`src/inc/acr_defines.vh`:
```
// Purpose: Offsets, field positions, reset values and timing counts of the
//          amplifier core control register group.
// Assumes: 8-bit registers on a byte-addressed control port.
// Notes:   Definitions only.
`ifndef ACR_DEFINES_VH
`define ACR_DEFINES_VH

// ****************************************************************
// Register offsets
// ****************************************************************
`define ACR_OFS_CORE_RESET_REQUEST   8'h01
`define ACR_OFS_OUTPUT_STAGE_CONFIG  8'h02
`define ACR_OFS_POWER_STATE_AND_MUTE 8'h03
`define ACR_OFS_PAGE_WRAP_CONTROL    8'h0f

// ****************************************************************
// Reset values
// ****************************************************************
`define ACR_RST_CORE_RESET_REQUEST   8'h00
`define ACR_RST_OUTPUT_STAGE_CONFIG  8'h00
`define ACR_RST_POWER_STATE_AND_MUTE 8'h10
`define ACR_RST_PAGE_WRAP_CONTROL    8'h00

// ****************************************************************
// Field positions
// ****************************************************************
`define ACR_BIT_FULL_CORE_RESET      4
`define ACR_BIT_REG_RESET            0
`define ACR_FREQ_MSB                 6
`define ACR_FREQ_LSB                 4
`define ACR_BIT_PARALLEL_BRIDGE      2
`define ACR_MOD_MSB                  1
`define ACR_MOD_LSB                  0
`define ACR_BIT_DSP_HOLD             4
`define ACR_BIT_MUTE                 3
`define ACR_PWR_MSB                  1
`define ACR_PWR_LSB                  0
`define ACR_BIT_PAGE_WRAP_DISABLE    3

// ****************************************************************
// Writable bit masks (reserved-but-R/W bits stored, read-only zero)
// ****************************************************************
`define ACR_MASK_CORE_RESET_REQUEST  8'he0
`define ACR_MASK_OUTPUT_STAGE_CONFIG 8'hff
`define ACR_MASK_POWER_STATE_AND_MUTE 8'hff
`define ACR_MASK_PAGE_WRAP_CONTROL   8'hff

// ****************************************************************
// Switching frequency codes
// ****************************************************************
`define ACR_FREQ_768K                3'h0
`define ACR_FREQ_384K                3'h1
`define ACR_FREQ_480K                3'h3
`define ACR_FREQ_576K                3'h4

// ****************************************************************
// Modulation codes
// ****************************************************************
`define ACR_MOD_BD_MODULATION        2'h0
`define ACR_MOD_ONE_SIDE_PWM         2'h1
`define ACR_MOD_HYBRID               2'h2

// ****************************************************************
// Power state codes
// ****************************************************************
`define ACR_PWR_DEEP_SLEEP           2'h0
`define ACR_PWR_SLEEP                2'h1
`define ACR_PWR_HIZ                  2'h2
`define ACR_PWR_PLAY                 2'h3

// ****************************************************************
// Paging
// ****************************************************************
`define ACR_PAGE_WRAP_START          8'h08
`define ACR_PAGE_LAST                8'h7f

// ****************************************************************
// Timing
// ****************************************************************
`define ACR_CLK_PERIOD_NS            8
`define ACR_CORE_RESET_NS            64
`define ACR_CORE_RESET_CYCLES        ((`ACR_CORE_RESET_NS + `ACR_CLK_PERIOD_NS - 1) / `ACR_CLK_PERIOD_NS)
`define ACR_VOL_STEP_NS              1000
`define ACR_VOL_STEP_CYCLES          (`ACR_VOL_STEP_NS / `ACR_CLK_PERIOD_NS)
`define ACR_VOL_FULL                 8'hff

`endif

```
`src/rtl/acr_volume_ramp.v`:
```
// Purpose: Soft volume ramp between full scale and silence.
// Assumes: One step per step_cycles clocks.
// Notes:   Level moves one code at a time, except that soft_reset clears it to zero at once.
`timescale 1ns/10ps
`default_nettype none

module acr_volume_ramp #(
  parameter STEP_CYCLES = 125,
  parameter FULL        = 8'hff
) (
  input  wire       clk,
  input  wire       rst,
  input  wire       soft_reset,
  input  wire       mute,
  output reg  [7:0] level,
  output wire       ramping
);

  reg [15:0] step_count;
  wire [7:0] target;
  wire       step_due;

  assign target   = mute ? 8'h00 : FULL[7:0];
  assign ramping  = (level != target);
  assign step_due = (step_count == STEP_CYCLES[15:0] - 16'h0001);

  // ****************************************************************
  // Ramp: stepping avoids pop and click on mute changes
  // ****************************************************************
  always @(posedge clk or posedge rst) begin
    if (rst) begin
      step_count <= 16'h0000;
      level      <= 8'h00;
    end else if (soft_reset) begin
      step_count <= 16'h0000;
      level      <= 8'h00;
    end else if (!ramping) begin
      step_count <= 16'h0000;
    end else if (step_due) begin
      step_count <= 16'h0000;
      if (level < target) begin
        level <= level + 8'h01;
      end else begin
        level <= level - 8'h01;
      end
    end else begin
      step_count <= step_count + 16'h0001;
    end
  end

endmodule // acr_volume_ramp

`default_nettype wire

```
`src/rtl/acr_core_regs.v`:
```
// Purpose: Control-port register group of a class-D amplifier core: resets,
//          switching frequency, output stage, modulation, DSP hold, soft mute,
//          power state and page wrap for auto-incrementing access.
// Assumes: Byte-wide register port with a single-cycle write or read strobe on
//          clk; page address logic outside queries the wrap here.
// Notes:   Reserved bits of read/write fields are stored and read back.
`timescale 1ns/10ps
`include "acr_defines.vh"
`default_nettype none

module acr_core_regs #(
  parameter CORE_RESET_CYCLES = `ACR_CORE_RESET_CYCLES,
  parameter VOL_STEP_CYCLES   = `ACR_VOL_STEP_CYCLES
) (
  input  wire       clk,
  input  wire       rst,
  input  wire       reg_write,
  input  wire       reg_read,
  input  wire [7:0] reg_addr,
  input  wire [7:0] reg_wdata,
  output reg  [7:0] reg_rdata,
  input  wire       page_incr,
  input  wire [7:0] cur_book,
  input  wire [7:0] cur_page,
  input  wire [7:0] cur_addr,
  output reg  [7:0] next_page,
  output reg  [7:0] next_addr,
  output wire       core_reset,
  output wire       coef_ram_clear,
  output reg  [2:0] switching_frequency_select,
  output reg  [9:0] switching_frequency_khz,
  output reg        freq_reserved,
  output reg        parallel_bridge_select,
  output reg  [1:0] modulation_scheme_select,
  output reg        dsp_hold_in_reset,
  output reg        dsp_running,
  output reg        mute_request,
  output wire [7:0] volume_level,
  output wire       volume_ramping,
  output reg  [1:0] power_state,
  output reg        state_deep_sleep,
  output reg        state_sleep,
  output reg        state_hiz,
  output reg        state_play,
  output reg        page_wrap_disable
);

  // ****************************************************************
  // Core reset sequencer states
  // ****************************************************************
  localparam ST_IDLE  = 2'b01;
  localparam ST_RESET = 2'b10;

  // Reset values sliced per field, so no default is cut by width
  localparam [7:0] RST_REQ   = `ACR_RST_CORE_RESET_REQUEST;
  localparam [7:0] RST_STAGE = `ACR_RST_OUTPUT_STAGE_CONFIG;
  localparam [7:0] RST_CTRL  = `ACR_RST_POWER_STATE_AND_MUTE;
  localparam [7:0] RST_WRAP  = `ACR_RST_PAGE_WRAP_CONTROL;

  reg  [1:0]  seq_state;
  reg  [1:0]  next_seq_state;
  reg  [15:0] seq_count;
  // Reserved bits, kept for read-back
  reg  [2:0]  reg0_reserved;
  reg         output_rsv7;
  reg         output_rsv3;
  reg  [2:0]  ctrl2_rsv;
  reg         ctrl2_rsv2;
  reg  [3:0]  wrap_rsv_hi;
  reg  [2:0]  wrap_rsv_lo;
  wire        wr_reset_reg;
  wire        full_reset_req;
  wire        reg_reset_req;
  wire        soft_clear;

  assign wr_reset_reg   = reg_write && (reg_addr == `ACR_OFS_CORE_RESET_REQUEST);
  assign full_reset_req = wr_reset_reg && reg_wdata[`ACR_BIT_FULL_CORE_RESET];
  assign reg_reset_req  = wr_reset_reg && reg_wdata[`ACR_BIT_REG_RESET];
  assign core_reset     = (seq_state == ST_RESET);
  assign coef_ram_clear = core_reset;
  // Register-only reset never touches RAM
  assign soft_clear     = full_reset_req || reg_reset_req || core_reset;

  // ****************************************************************
  // Full core reset pulse stretcher
  // ****************************************************************
  always @* begin
    next_seq_state = seq_state;
    case (seq_state)
      ST_IDLE: begin
        if (full_reset_req) begin
          next_seq_state = ST_RESET;
        end
      end
      ST_RESET: begin
        if (seq_count == CORE_RESET_CYCLES[15:0] - 16'h0001) begin
          next_seq_state = ST_IDLE;
        end
      end
      default: begin
        // Illegal code falls back to idle
        next_seq_state = ST_IDLE;
      end
    endcase
  end

  always @(posedge clk or posedge rst) begin
    if (rst) begin
      seq_state <= ST_IDLE;
      seq_count <= 16'h0000;
    end else begin
      seq_state <= next_seq_state;
      // Count runs only while the stretch is active
      if (seq_state == ST_RESET) begin
        seq_count <= seq_count + 16'h0001;
      end else begin
        seq_count <= 16'h0000;
      end
    end
  end

  // ****************************************************************
  // Register storage
  // ****************************************************************
  always @(posedge clk or posedge rst) begin
    if (rst) begin
      reg0_reserved              <= 3'h0;
      output_rsv7                <= 1'b0;
      switching_frequency_select <= `ACR_FREQ_768K;
      output_rsv3                <= 1'b0;
      parallel_bridge_select     <= 1'b0;
      modulation_scheme_select   <= `ACR_MOD_BD_MODULATION;
      ctrl2_rsv                  <= 3'h0;
      dsp_hold_in_reset          <= 1'b1;
      mute_request               <= 1'b0;
      ctrl2_rsv2                 <= 1'b0;
      power_state                <= `ACR_PWR_DEEP_SLEEP;
      wrap_rsv_hi                <= 4'h0;
      page_wrap_disable          <= 1'b0;
      wrap_rsv_lo                <= 3'h0;
    end else if (soft_clear) begin
      // Defaults from the reset constants
      reg0_reserved              <= RST_REQ[7:5];
      output_rsv7                <= RST_STAGE[7];
      switching_frequency_select <= RST_STAGE[`ACR_FREQ_MSB:`ACR_FREQ_LSB];
      output_rsv3                <= RST_STAGE[3];
      parallel_bridge_select     <= RST_STAGE[`ACR_BIT_PARALLEL_BRIDGE];
      modulation_scheme_select   <= RST_STAGE[`ACR_MOD_MSB:`ACR_MOD_LSB];
      ctrl2_rsv                  <= RST_CTRL[7:5];
      dsp_hold_in_reset          <= RST_CTRL[`ACR_BIT_DSP_HOLD];
      mute_request               <= RST_CTRL[`ACR_BIT_MUTE];
      ctrl2_rsv2                 <= RST_CTRL[2];
      power_state                <= RST_CTRL[`ACR_PWR_MSB:`ACR_PWR_LSB];
      wrap_rsv_hi                <= RST_WRAP[7:4];
      page_wrap_disable          <= RST_WRAP[`ACR_BIT_PAGE_WRAP_DISABLE];
      wrap_rsv_lo                <= RST_WRAP[2:0];
    end else if (reg_write) begin
      case (reg_addr)
        `ACR_OFS_CORE_RESET_REQUEST: begin
          // Request bits are never stored
          reg0_reserved <= reg_wdata[7:5];
        end
        `ACR_OFS_OUTPUT_STAGE_CONFIG: begin
          output_rsv7                <= reg_wdata[7];
          switching_frequency_select <= reg_wdata[`ACR_FREQ_MSB:`ACR_FREQ_LSB];
          output_rsv3                <= reg_wdata[3];
          parallel_bridge_select     <= reg_wdata[`ACR_BIT_PARALLEL_BRIDGE];
          modulation_scheme_select   <= reg_wdata[`ACR_MOD_MSB:`ACR_MOD_LSB];
        end
        `ACR_OFS_POWER_STATE_AND_MUTE: begin
          ctrl2_rsv         <= reg_wdata[7:5];
          // Host must wait for clocks to settle before clearing
          dsp_hold_in_reset <= reg_wdata[`ACR_BIT_DSP_HOLD];
          mute_request      <= reg_wdata[`ACR_BIT_MUTE];
          ctrl2_rsv2        <= reg_wdata[2];
          power_state       <= reg_wdata[`ACR_PWR_MSB:`ACR_PWR_LSB];
        end
        `ACR_OFS_PAGE_WRAP_CONTROL: begin
          wrap_rsv_hi       <= reg_wdata[7:4];
          page_wrap_disable <= reg_wdata[`ACR_BIT_PAGE_WRAP_DISABLE];
          wrap_rsv_lo       <= reg_wdata[2:0];
        end
        default: begin
          // Unmapped offsets are ignored
          reg0_reserved <= reg0_reserved;
        end
      endcase
    end
  end

  // ****************************************************************
  // Read path
  // ****************************************************************
  always @(posedge clk or posedge rst) begin
    if (rst) begin
      reg_rdata <= 8'h00;
    end else if (reg_read) begin
      case (reg_addr)
        `ACR_OFS_CORE_RESET_REQUEST: begin
          reg_rdata <= {reg0_reserved, 5'h00};
        end
        `ACR_OFS_OUTPUT_STAGE_CONFIG: begin
          reg_rdata <= {output_rsv7, switching_frequency_select, output_rsv3,
                        parallel_bridge_select, modulation_scheme_select};
        end
        `ACR_OFS_POWER_STATE_AND_MUTE: begin
          reg_rdata <= {ctrl2_rsv, dsp_hold_in_reset, mute_request, ctrl2_rsv2, power_state};
        end
        `ACR_OFS_PAGE_WRAP_CONTROL: begin
          reg_rdata <= {wrap_rsv_hi, page_wrap_disable, wrap_rsv_lo};
        end
        default: begin
          // Unmapped offsets read zero
          reg_rdata <= 8'h00;
        end
      endcase
    end
  end

  // ****************************************************************
  // Decoded controls
  // ****************************************************************
  always @(posedge clk or posedge rst) begin
    if (rst) begin
      switching_frequency_khz <= 10'h000;
      freq_reserved           <= 1'b0;
      dsp_running             <= 1'b0;
      state_deep_sleep        <= 1'b0;
      state_sleep             <= 1'b0;
      state_hiz               <= 1'b0;
      state_play              <= 1'b0;
    end else begin
      freq_reserved <= 1'b0;
      case (switching_frequency_select)
        `ACR_FREQ_768K: begin
          switching_frequency_khz <= 10'h300;
        end
        `ACR_FREQ_384K: begin
          switching_frequency_khz <= 10'h180;
        end
        `ACR_FREQ_480K: begin
          switching_frequency_khz <= 10'h1e0;
        end
        `ACR_FREQ_576K: begin
          switching_frequency_khz <= 10'h240;
        end
        default: begin
          // Reserved code keeps the last valid frequency
          freq_reserved <= 1'b1;
        end
      endcase
      dsp_running      <= !dsp_hold_in_reset && !core_reset;
      // Registered one-hot decode of the power state
      state_deep_sleep <= (power_state == `ACR_PWR_DEEP_SLEEP);
      state_sleep      <= (power_state == `ACR_PWR_SLEEP);
      state_hiz        <= (power_state == `ACR_PWR_HIZ);
      state_play       <= (power_state == `ACR_PWR_PLAY);
    end
  end

  // ****************************************************************
  // Page auto-increment wrap
  // ****************************************************************
  always @(posedge clk or posedge rst) begin
    if (rst) begin
      next_page <= 8'h00;
      next_addr <= 8'h00;
    end else if (page_incr) begin
      next_page <= cur_page;
      next_addr <= cur_addr + 8'h01;
      // Book zero always counts straight on
      if ((cur_book != 8'h00) && (cur_addr == `ACR_PAGE_LAST)) begin
        if (page_wrap_disable) begin
          next_addr <= 8'h00;
        end else begin
          next_page <= cur_page + 8'h01;
          next_addr <= `ACR_PAGE_WRAP_START;
        end
      end
    end
  end

  // ****************************************************************
  // Soft mute volume ramp
  // ****************************************************************
  acr_volume_ramp #(
    .STEP_CYCLES (VOL_STEP_CYCLES),
    .FULL        (`ACR_VOL_FULL)
  ) u_ramp (
    .clk        (clk),
    .rst        (rst),
    .soft_reset (core_reset),
    // A held DSP sends nothing, so ramp down as well
    .mute       (mute_request || dsp_hold_in_reset),
    .level      (volume_level),
    .ramping    (volume_ramping)
  );

endmodule // acr_core_regs

`default_nettype wire

```
`config.mk`:
```
export PLATFORM = sky130hd
export DESIGN_NAME = acr_core_regs
export DESIGN_NICKNAME = d
export VERILOG_FILES = /design/src/rtl/acr_volume_ramp.v /design/src/rtl/acr_core_regs.v
export VERILOG_INCLUDE_DIRS = /design/src /design/src/inc
export SDC_FILE = /design/constraint.sdc
export NUM_CORES = 1
export LEC_CHECK = 0
export ABC_AREA = 1
export CELL_PAD_IN_SITES_DETAIL_PLACEMENT = 1
export CELL_PAD_IN_SITES_GLOBAL_PLACEMENT = 1
export CORE_MARGIN = 3
export CORE_UTILIZATION = 47
export CTS_CLUSTER_DIAMETER = 30
export CTS_CLUSTER_SIZE = 12
export DETAILED_ROUTE_END_ITERATION = 8
export DONT_BUFFER_PORTS = 1
export PLACE_DENSITY = 0.83
export SLEW_MARGIN = 10
export SYNTH_ARGS = -nofsm -noshare
export SYNTH_HDL_FRONTEND = slang
export SYNTH_HIERARCHICAL = 1
export SYNTH_SLANG_ARGS = --single-unit
```
`constraint.sdc`:
```
create_clock -name clk -period 3.82 [get_ports clk]
set_input_delay 0.764 -clock clk [delete_from_list [all_inputs] [get_ports clk]]
set_output_delay 0.764 -clock clk [all_outputs]
set_load 0.1 [all_outputs]
```
; ---- Yosys cells after proc, flatten, opt, wreduce, memory -nomap -nowiden
; Cells that the tools add are included.
[classes]
addsub = 6
order_cmp = 1
eq_ne = 18
n_mux = 61
reduce_logical = 28
[ops]
columns = cell, n
row1 = $mux W16, 4
row2 = $mux W8, 8
row3 = $pmux W10 S4, 1
row4 = $mux W3, 12
row5 = $add A16 B1 Y16 const B, 2
row6 = $pmux W8 S4, 1
row7 = $add A8 B1 Y8 const B, 3
row8 = $mux W1, 22
row9 = $eq A16 B3 Y1 const B, 1
row10 = $eq A16 B7 Y1 const B, 1
row11 = $eq A8 B2 Y1 const B, 2
row12 = $mux W2, 8
row13 = $mux W4, 4
row14 = $reduce_bool A2 Y1, 7
row15 = $reduce_and A2 Y1, 6
row16 = $eq A8 B1 Y1 const B, 1
row17 = $eq A8 B4 Y1 const B, 1
row18 = $eq A8 B7 Y1 const B, 1
row19 = $lt A8 B8 Y1, 1
row20 = $ne A8 B8 Y1, 1
row21 = $reduce_bool A8 Y1, 1
row22 = $sub A8 B1 Y8 const B, 1
row23 = $eq A2 B2 Y1 const B, 3
row24 = $logic_and A1 B1 Y1, 5
row25 = 13 further kinds, 17
[totals]
register_bits = 109
input_bits = 45
elab_cells = 142

; ---- Longest topological paths before layout
[depth]
depth_word = 7
mapped_depth = 18
mapped_depth_nobuf = 18

; ---- Cells and area by module
; The synthesis kept the hierarchy.
[modules_own_cells]
columns = module, n_inst, cells_per_inst, area_each_um2, seq_area_each_um2
row1 = acr_core_regs, 1, 543, 4255.3, 2004.4
row2 = acr_volume_ramp, 1, 230, 1804.2, 600.6

; ---- Worst setup path before layout
; OpenSTA, ideal clock, no wires.
[synth_path]
path_kind = reg-to-reg
start = register mute_request
end = register u_ramp.level[5]
arrival_time_ns = 3.214
slack_ns = 0.484
path_stages_with_launch = 14
n_path_buf = 0
synth_period_minus_slack_ns = 3.336
path_cell_list = dfrtp_1 -> or2_2 -> ha_1 -> a21o_1 -> nor2_1 -> nand2_1 -> ha_1 -> a21oi_1 -> nand2_1 -> nand3_1 -> nand2_1 -> or2_2 -> nand3_1 -> nand2_1
[synth_via]
elab_chain_len = 7
[synth_lines]
columns = element, line_no
row1 = from (decl), acr_core_regs.v:37  ; output reg mute_request,
row2 = from (signal assigned), acr_core_regs.v:151  ; mute_request <= RST_CTRL[`ACR_BIT_MUTE];
row3 = from (signal assigned), acr_core_regs.v:174  ; mute_request <= reg_wdata[`ACR_BIT_MUTE];
row4 = $logic_or A1 B1 Y1 (*), acr_core_regs.v:294  ; .mute (mute_request || dsp_hold_in_reset),
row5 = $mux W8 (*), acr_volume_ramp.v:23  ; assign target = mute ? 8'h00 : FULL[7:0];
row6 = $lt A8 B8 Y1, acr_volume_ramp.v:41  ; if (level < target) begin
row7 = $mux W8, acr_volume_ramp.v:41
row8 = $mux W8, acr_volume_ramp.v:39  ; end else if (step_due) begin
row9 = $mux W8, acr_volume_ramp.v:37  ; end else if (!ramping) begin
row10 = $mux W8, acr_volume_ramp.v:34  ; end else if (soft_reset) begin
row11 = to (signal assigned), acr_volume_ramp.v:42  ; level <= level + 8'h01;
row12 = to (signal assigned), acr_volume_ramp.v:44  ; level <= level - 8'h01;
row13 = to (decl), acr_volume_ramp.v:15  ; output reg [7:0] level,
; Mark *: on every way between the ends. The rest lies on a longest branch, timed or not. The select of a mux whose other input is x is not followed.
; A chain may end at the register's enable or synchronous reset.

; ---- Worst setup path after layout
; Ends and elaborated chain as after synthesis.

==> summary.md <==
### Min path
• **HP Class** primary input to async pin

### Synthesis
• **post-synthesis average cell area** 7.84 µm²
• **warning count from the yosys run** 6
• **synthesized cell area** 6060 µm²
• **Netlist cell types** 43
• **sequential share of the synthesized area** 43.0%
• **count of mapped cells out of synthesis** 773
• **total of flip-flops plus latches after synthesis** 104

### Clocking
• **Hold-fix buffers, CTS** 0
• **buffer count from post-CTS setup fixing** 0
• **number of sinks on the clock net** 104
• **TritonCTS clock tree** done
• **number of buffers inserted during clock tree synthesis** 9
• **Root Buffer Master** clkbuf_16
• **maximum number of buffers from clock root to sink** 2
• **clock latency on the worst-skew pair** 0.35 ns
• **clock-pin slew on the worst setup and hold paths** 0.07 ns
• **number of gates given a new drive strength after cts** 0
• **htree depth** 3

### Critical path
• **Reg2Reg Launch Point** mute_request
• **largest stage delay on the critical path** 0.45 ns
• **Slowest-stage cell, CP** ha_1
• **largest fanout on the critical path** 9
• **gate family responsible for the most delay along the worst path** simple AND/OR/NAND/NOR gates
• **reg2reg setup slack** 0.50 ns
• **critical path buffer and inverter count** 0
• **required time at the worst-slack endpoint** 4.06 ns
• **cell count of the worst reg-to-reg path** 16
• **CP dominant cell by count** nand2_1
• **ordered list of cells on the worst path** or2_2 > ha_1 > nand2_1 > nand2_1 > nand2_1 > nand2_1 > nand2_1 > nand2_1 > ha_1 > a21oi_1 > nand2_1 > nand3_1 > nand2_1 > or2_2 > nand3_1 > nand2_1
• **Critical Path End Type** flop
• **category of the critical setup timing path** flop to flop
• **critical path arrival** 3.56 ns
• **endpoint of the lowest-slack register-to-register path** u_ramp/level[5]
• **critical path launch point type** flop

### Final layout
• **share of the core filled with cells in the final layout** 53.3%
• **most used cells in the layout excluding fill and tap cells** nand2_1 (203), dfrtp_1 (102), nand3_1 (78), inv_1 (77), nor2_1 (70)
• **fraction of layout cells with a size suffix above 1** 11.3%
• **antenna fix cells** 0
• **most common cell after layout, fill and taps aside** nand2_1
• **number of nets in the final layout** 843
• **post-route cell area** 6560 µm²
• **Layout Area Growth over Synthesis** 8.22%

### Power and ir drop
• **maximum vdd drop** 0.364 mV
• **total power per unit cell area** 405 nW/µm²
• **design internal power** 1.82 mW
• **reported leakage power** 3.16 nW
• **Combinational Power Share** 11.1%
• **reported net switching power** 0.840 mW
• **fraction of power consumed by the clock network** 38.0%
• **overall power consumption** 2.66 mW
• **sequential group share of total power** 50.9%
• **share of total power consumed by net switching** 31.6%

### Detailed routing
• **Routed WL per cell** 18.5 µm
• **vias post-DR** 5383
• **router iterations before antenna repair** 4
• **overall routed net length** 17600 µm
• **vias per cell** 5.67
• **violation count after the first detailed-route iteration** 311
• **post-detailed-route DRC marker count** 0
• **Post-DRT Antenna Nets** 0

### Timing
• **part of the cycle the worst path needs** 86.9%
• **max-slew violation total from the final report** 0
• **highest clock frequency the design can meet** 0.301 GHz
• **final clock skew** 0.00812 ns
• **final hold violation count** 0
• **worst slew margin relative to its limit** 28.2%
• **slew at the pin closest to its max-slew limit** 1.08 ns
• **sum of negative setup slack** 0 ns
• **# setup viols final** 0
• **RSZ-0062 raised after global routing** no
• **final period demand of the worst path** 3.32 ns

### GRT
• **via count of the first global-routing pass** 5655
• **global-route wire length before repair** 29100 µm
• **total track usage** 25.4%
• **gr ovfl total** 0
• **antenna violations before repair** 0
• **largest net degree at the start of global routing** 56

### Floorplanning
• **number of standard-cell rows in the floorplan** 40
• **number of primary I/O pins** 107
• **full die area** 14300 µm²
• **die outline height** 120 µm
• **area of the placeable core** 12300 µm²
• **starting density of the core** 49.2%
• **Die Width** 120 µm

### Placement
• **count of input and output buffers** 0
• **placed inst area** 6240 µm²
• **final HPWL from detailed placement** 13000 µm
• **placer's final routability congestion estimate** 0.837

### Outcome
• **result of the run** completed

### Flow run
• **max-cap violations** 0

[metrics by stage]
step                hold slack (ns)  std cells  setup slack [ns]
finish                        0.387        950             0.499
global route                  0.443        950             0.325
CTS                           0.417        950             0.559
detailed placement            0.476        935             0.634
global placement              0.452        935             0.857
floorplan                     0.433        777             0.484
[layout make-up]
cell class	instances	area [µm²]
sequential	104	2610
clock inverter	3	65.1
clock buffer	12	256
inverter	87	332
multi-input combinational	562	2980
tap	168	210
timing repair buffer	14	105
fill	1563	5750
[worst register-to-register path, cell delays in order, from the launching register on]
cell and delay (ns):
dfrtp_1 0.37, or2_2 0.40, ha_1 0.37, nand2_1 0.12, nand2_1 0.06, nand2_1 0.06
nand2_1 0.08, nand2_1 0.13, nand2_1 0.26, ha_1 0.45, a21oi_1 0.18, nand2_1 0.14
nand3_1 0.10, nand2_1 0.07, or2_2 0.28, nand3_1 0.08, nand2_1 0.06
[synthesized netlist by cell type, drive strengths merged]
cell | n | share of area (%)
conb | 1 | 0.062
ha | 19 | 3.9
inv | 82 | 5.1
a21o | 1 | 0.12
o21ai | 29 | 2.4
nor3b | 6 | 0.99
xnor2 | 5 | 0.72
nand2 | 210 | 13
fa | 1 | 0.33
buf | 19 | 2.2
nand4 | 53 | 5.6
a211oi | 1 | 0.12
a31oi | 3 | 0.31
a21oi | 20 | 1.7
clkinv | 5 | 0.37
nand3 | 85 | 8.2
dfrtp | 102 | 42
nor3 | 14 | 1.5
nor4 | 2 | 0.45
nor2 | 92 | 7.3
dfstp | 2 | 0.87
or2 | 5 | 0.52
clkbuf | 5 | 0.47
o211ai | 2 | 0.25
o21bai | 2 | 0.25
xor2 | 6 | 0.87
and3 | 1 | 0.10
[sequential cells by signal (all words and copies together), names as in the netlist, 4 cells and up]
name                     flops
next_addr                    8
next_page                    8
reg_rdata                    8
seq_count                   16
switching_frequency_khz      5
u_ramp/level                 8
u_ramp/step_count           16
wrap_rsv_hi                  4
[logic make-up after synthesis]
logic type      share of synthesized area [%]
buf+inv                                  8.09
fa+ha+maj                                4.25
other cells                            0.0619
xor+xnor                                 1.59
flops                                    43.0
compound gates                           5.10
simple gates                             37.9
[how the worst max path moves through the flow]
stage | start | to | slack, ns | cells after the start
2_1_floorplan | mute_request | u_ramp/level[5] | 0.48 | 13
3_3_place_gp | mute_request | u_ramp/level[5] | 0.86 | 14
3_5_place_dp | mute_request | u_ramp/level[5] | 0.63 | 13
4_1_cts | mute_request | u_ramp/level[5] | 0.56 | 16
5_1_grt | mute_request | u_ramp/level[5] | 0.32 | 14
6_report | mute_request | u_ramp/level[5] | 0.50 | 16
[power groups by stage]
stage	clock network, mW	registers (mW)	logic, mW
finish	1.01	1.35	0.294
global route	1.07	1.36	0.329
CTS	1.03	1.35	0.296
detailed placement	0	1.37	0.292
global placement	0	1.37	0.276
floorplan	0	1.37	0.242
[metal layers]
metal | vias to the layer above | share of wire (%) | track usage (%)
met5 | - | 0 | 0
met4 | 0 | 1.9 | 8.30
met3 | 25 | 6.3 | 6.55
met2 | 133 | 51 | 43.5
met1 | 2681 | 41 | 31.3
li1 | 2544 | - | -
Power figures use the tool's default switching activity.
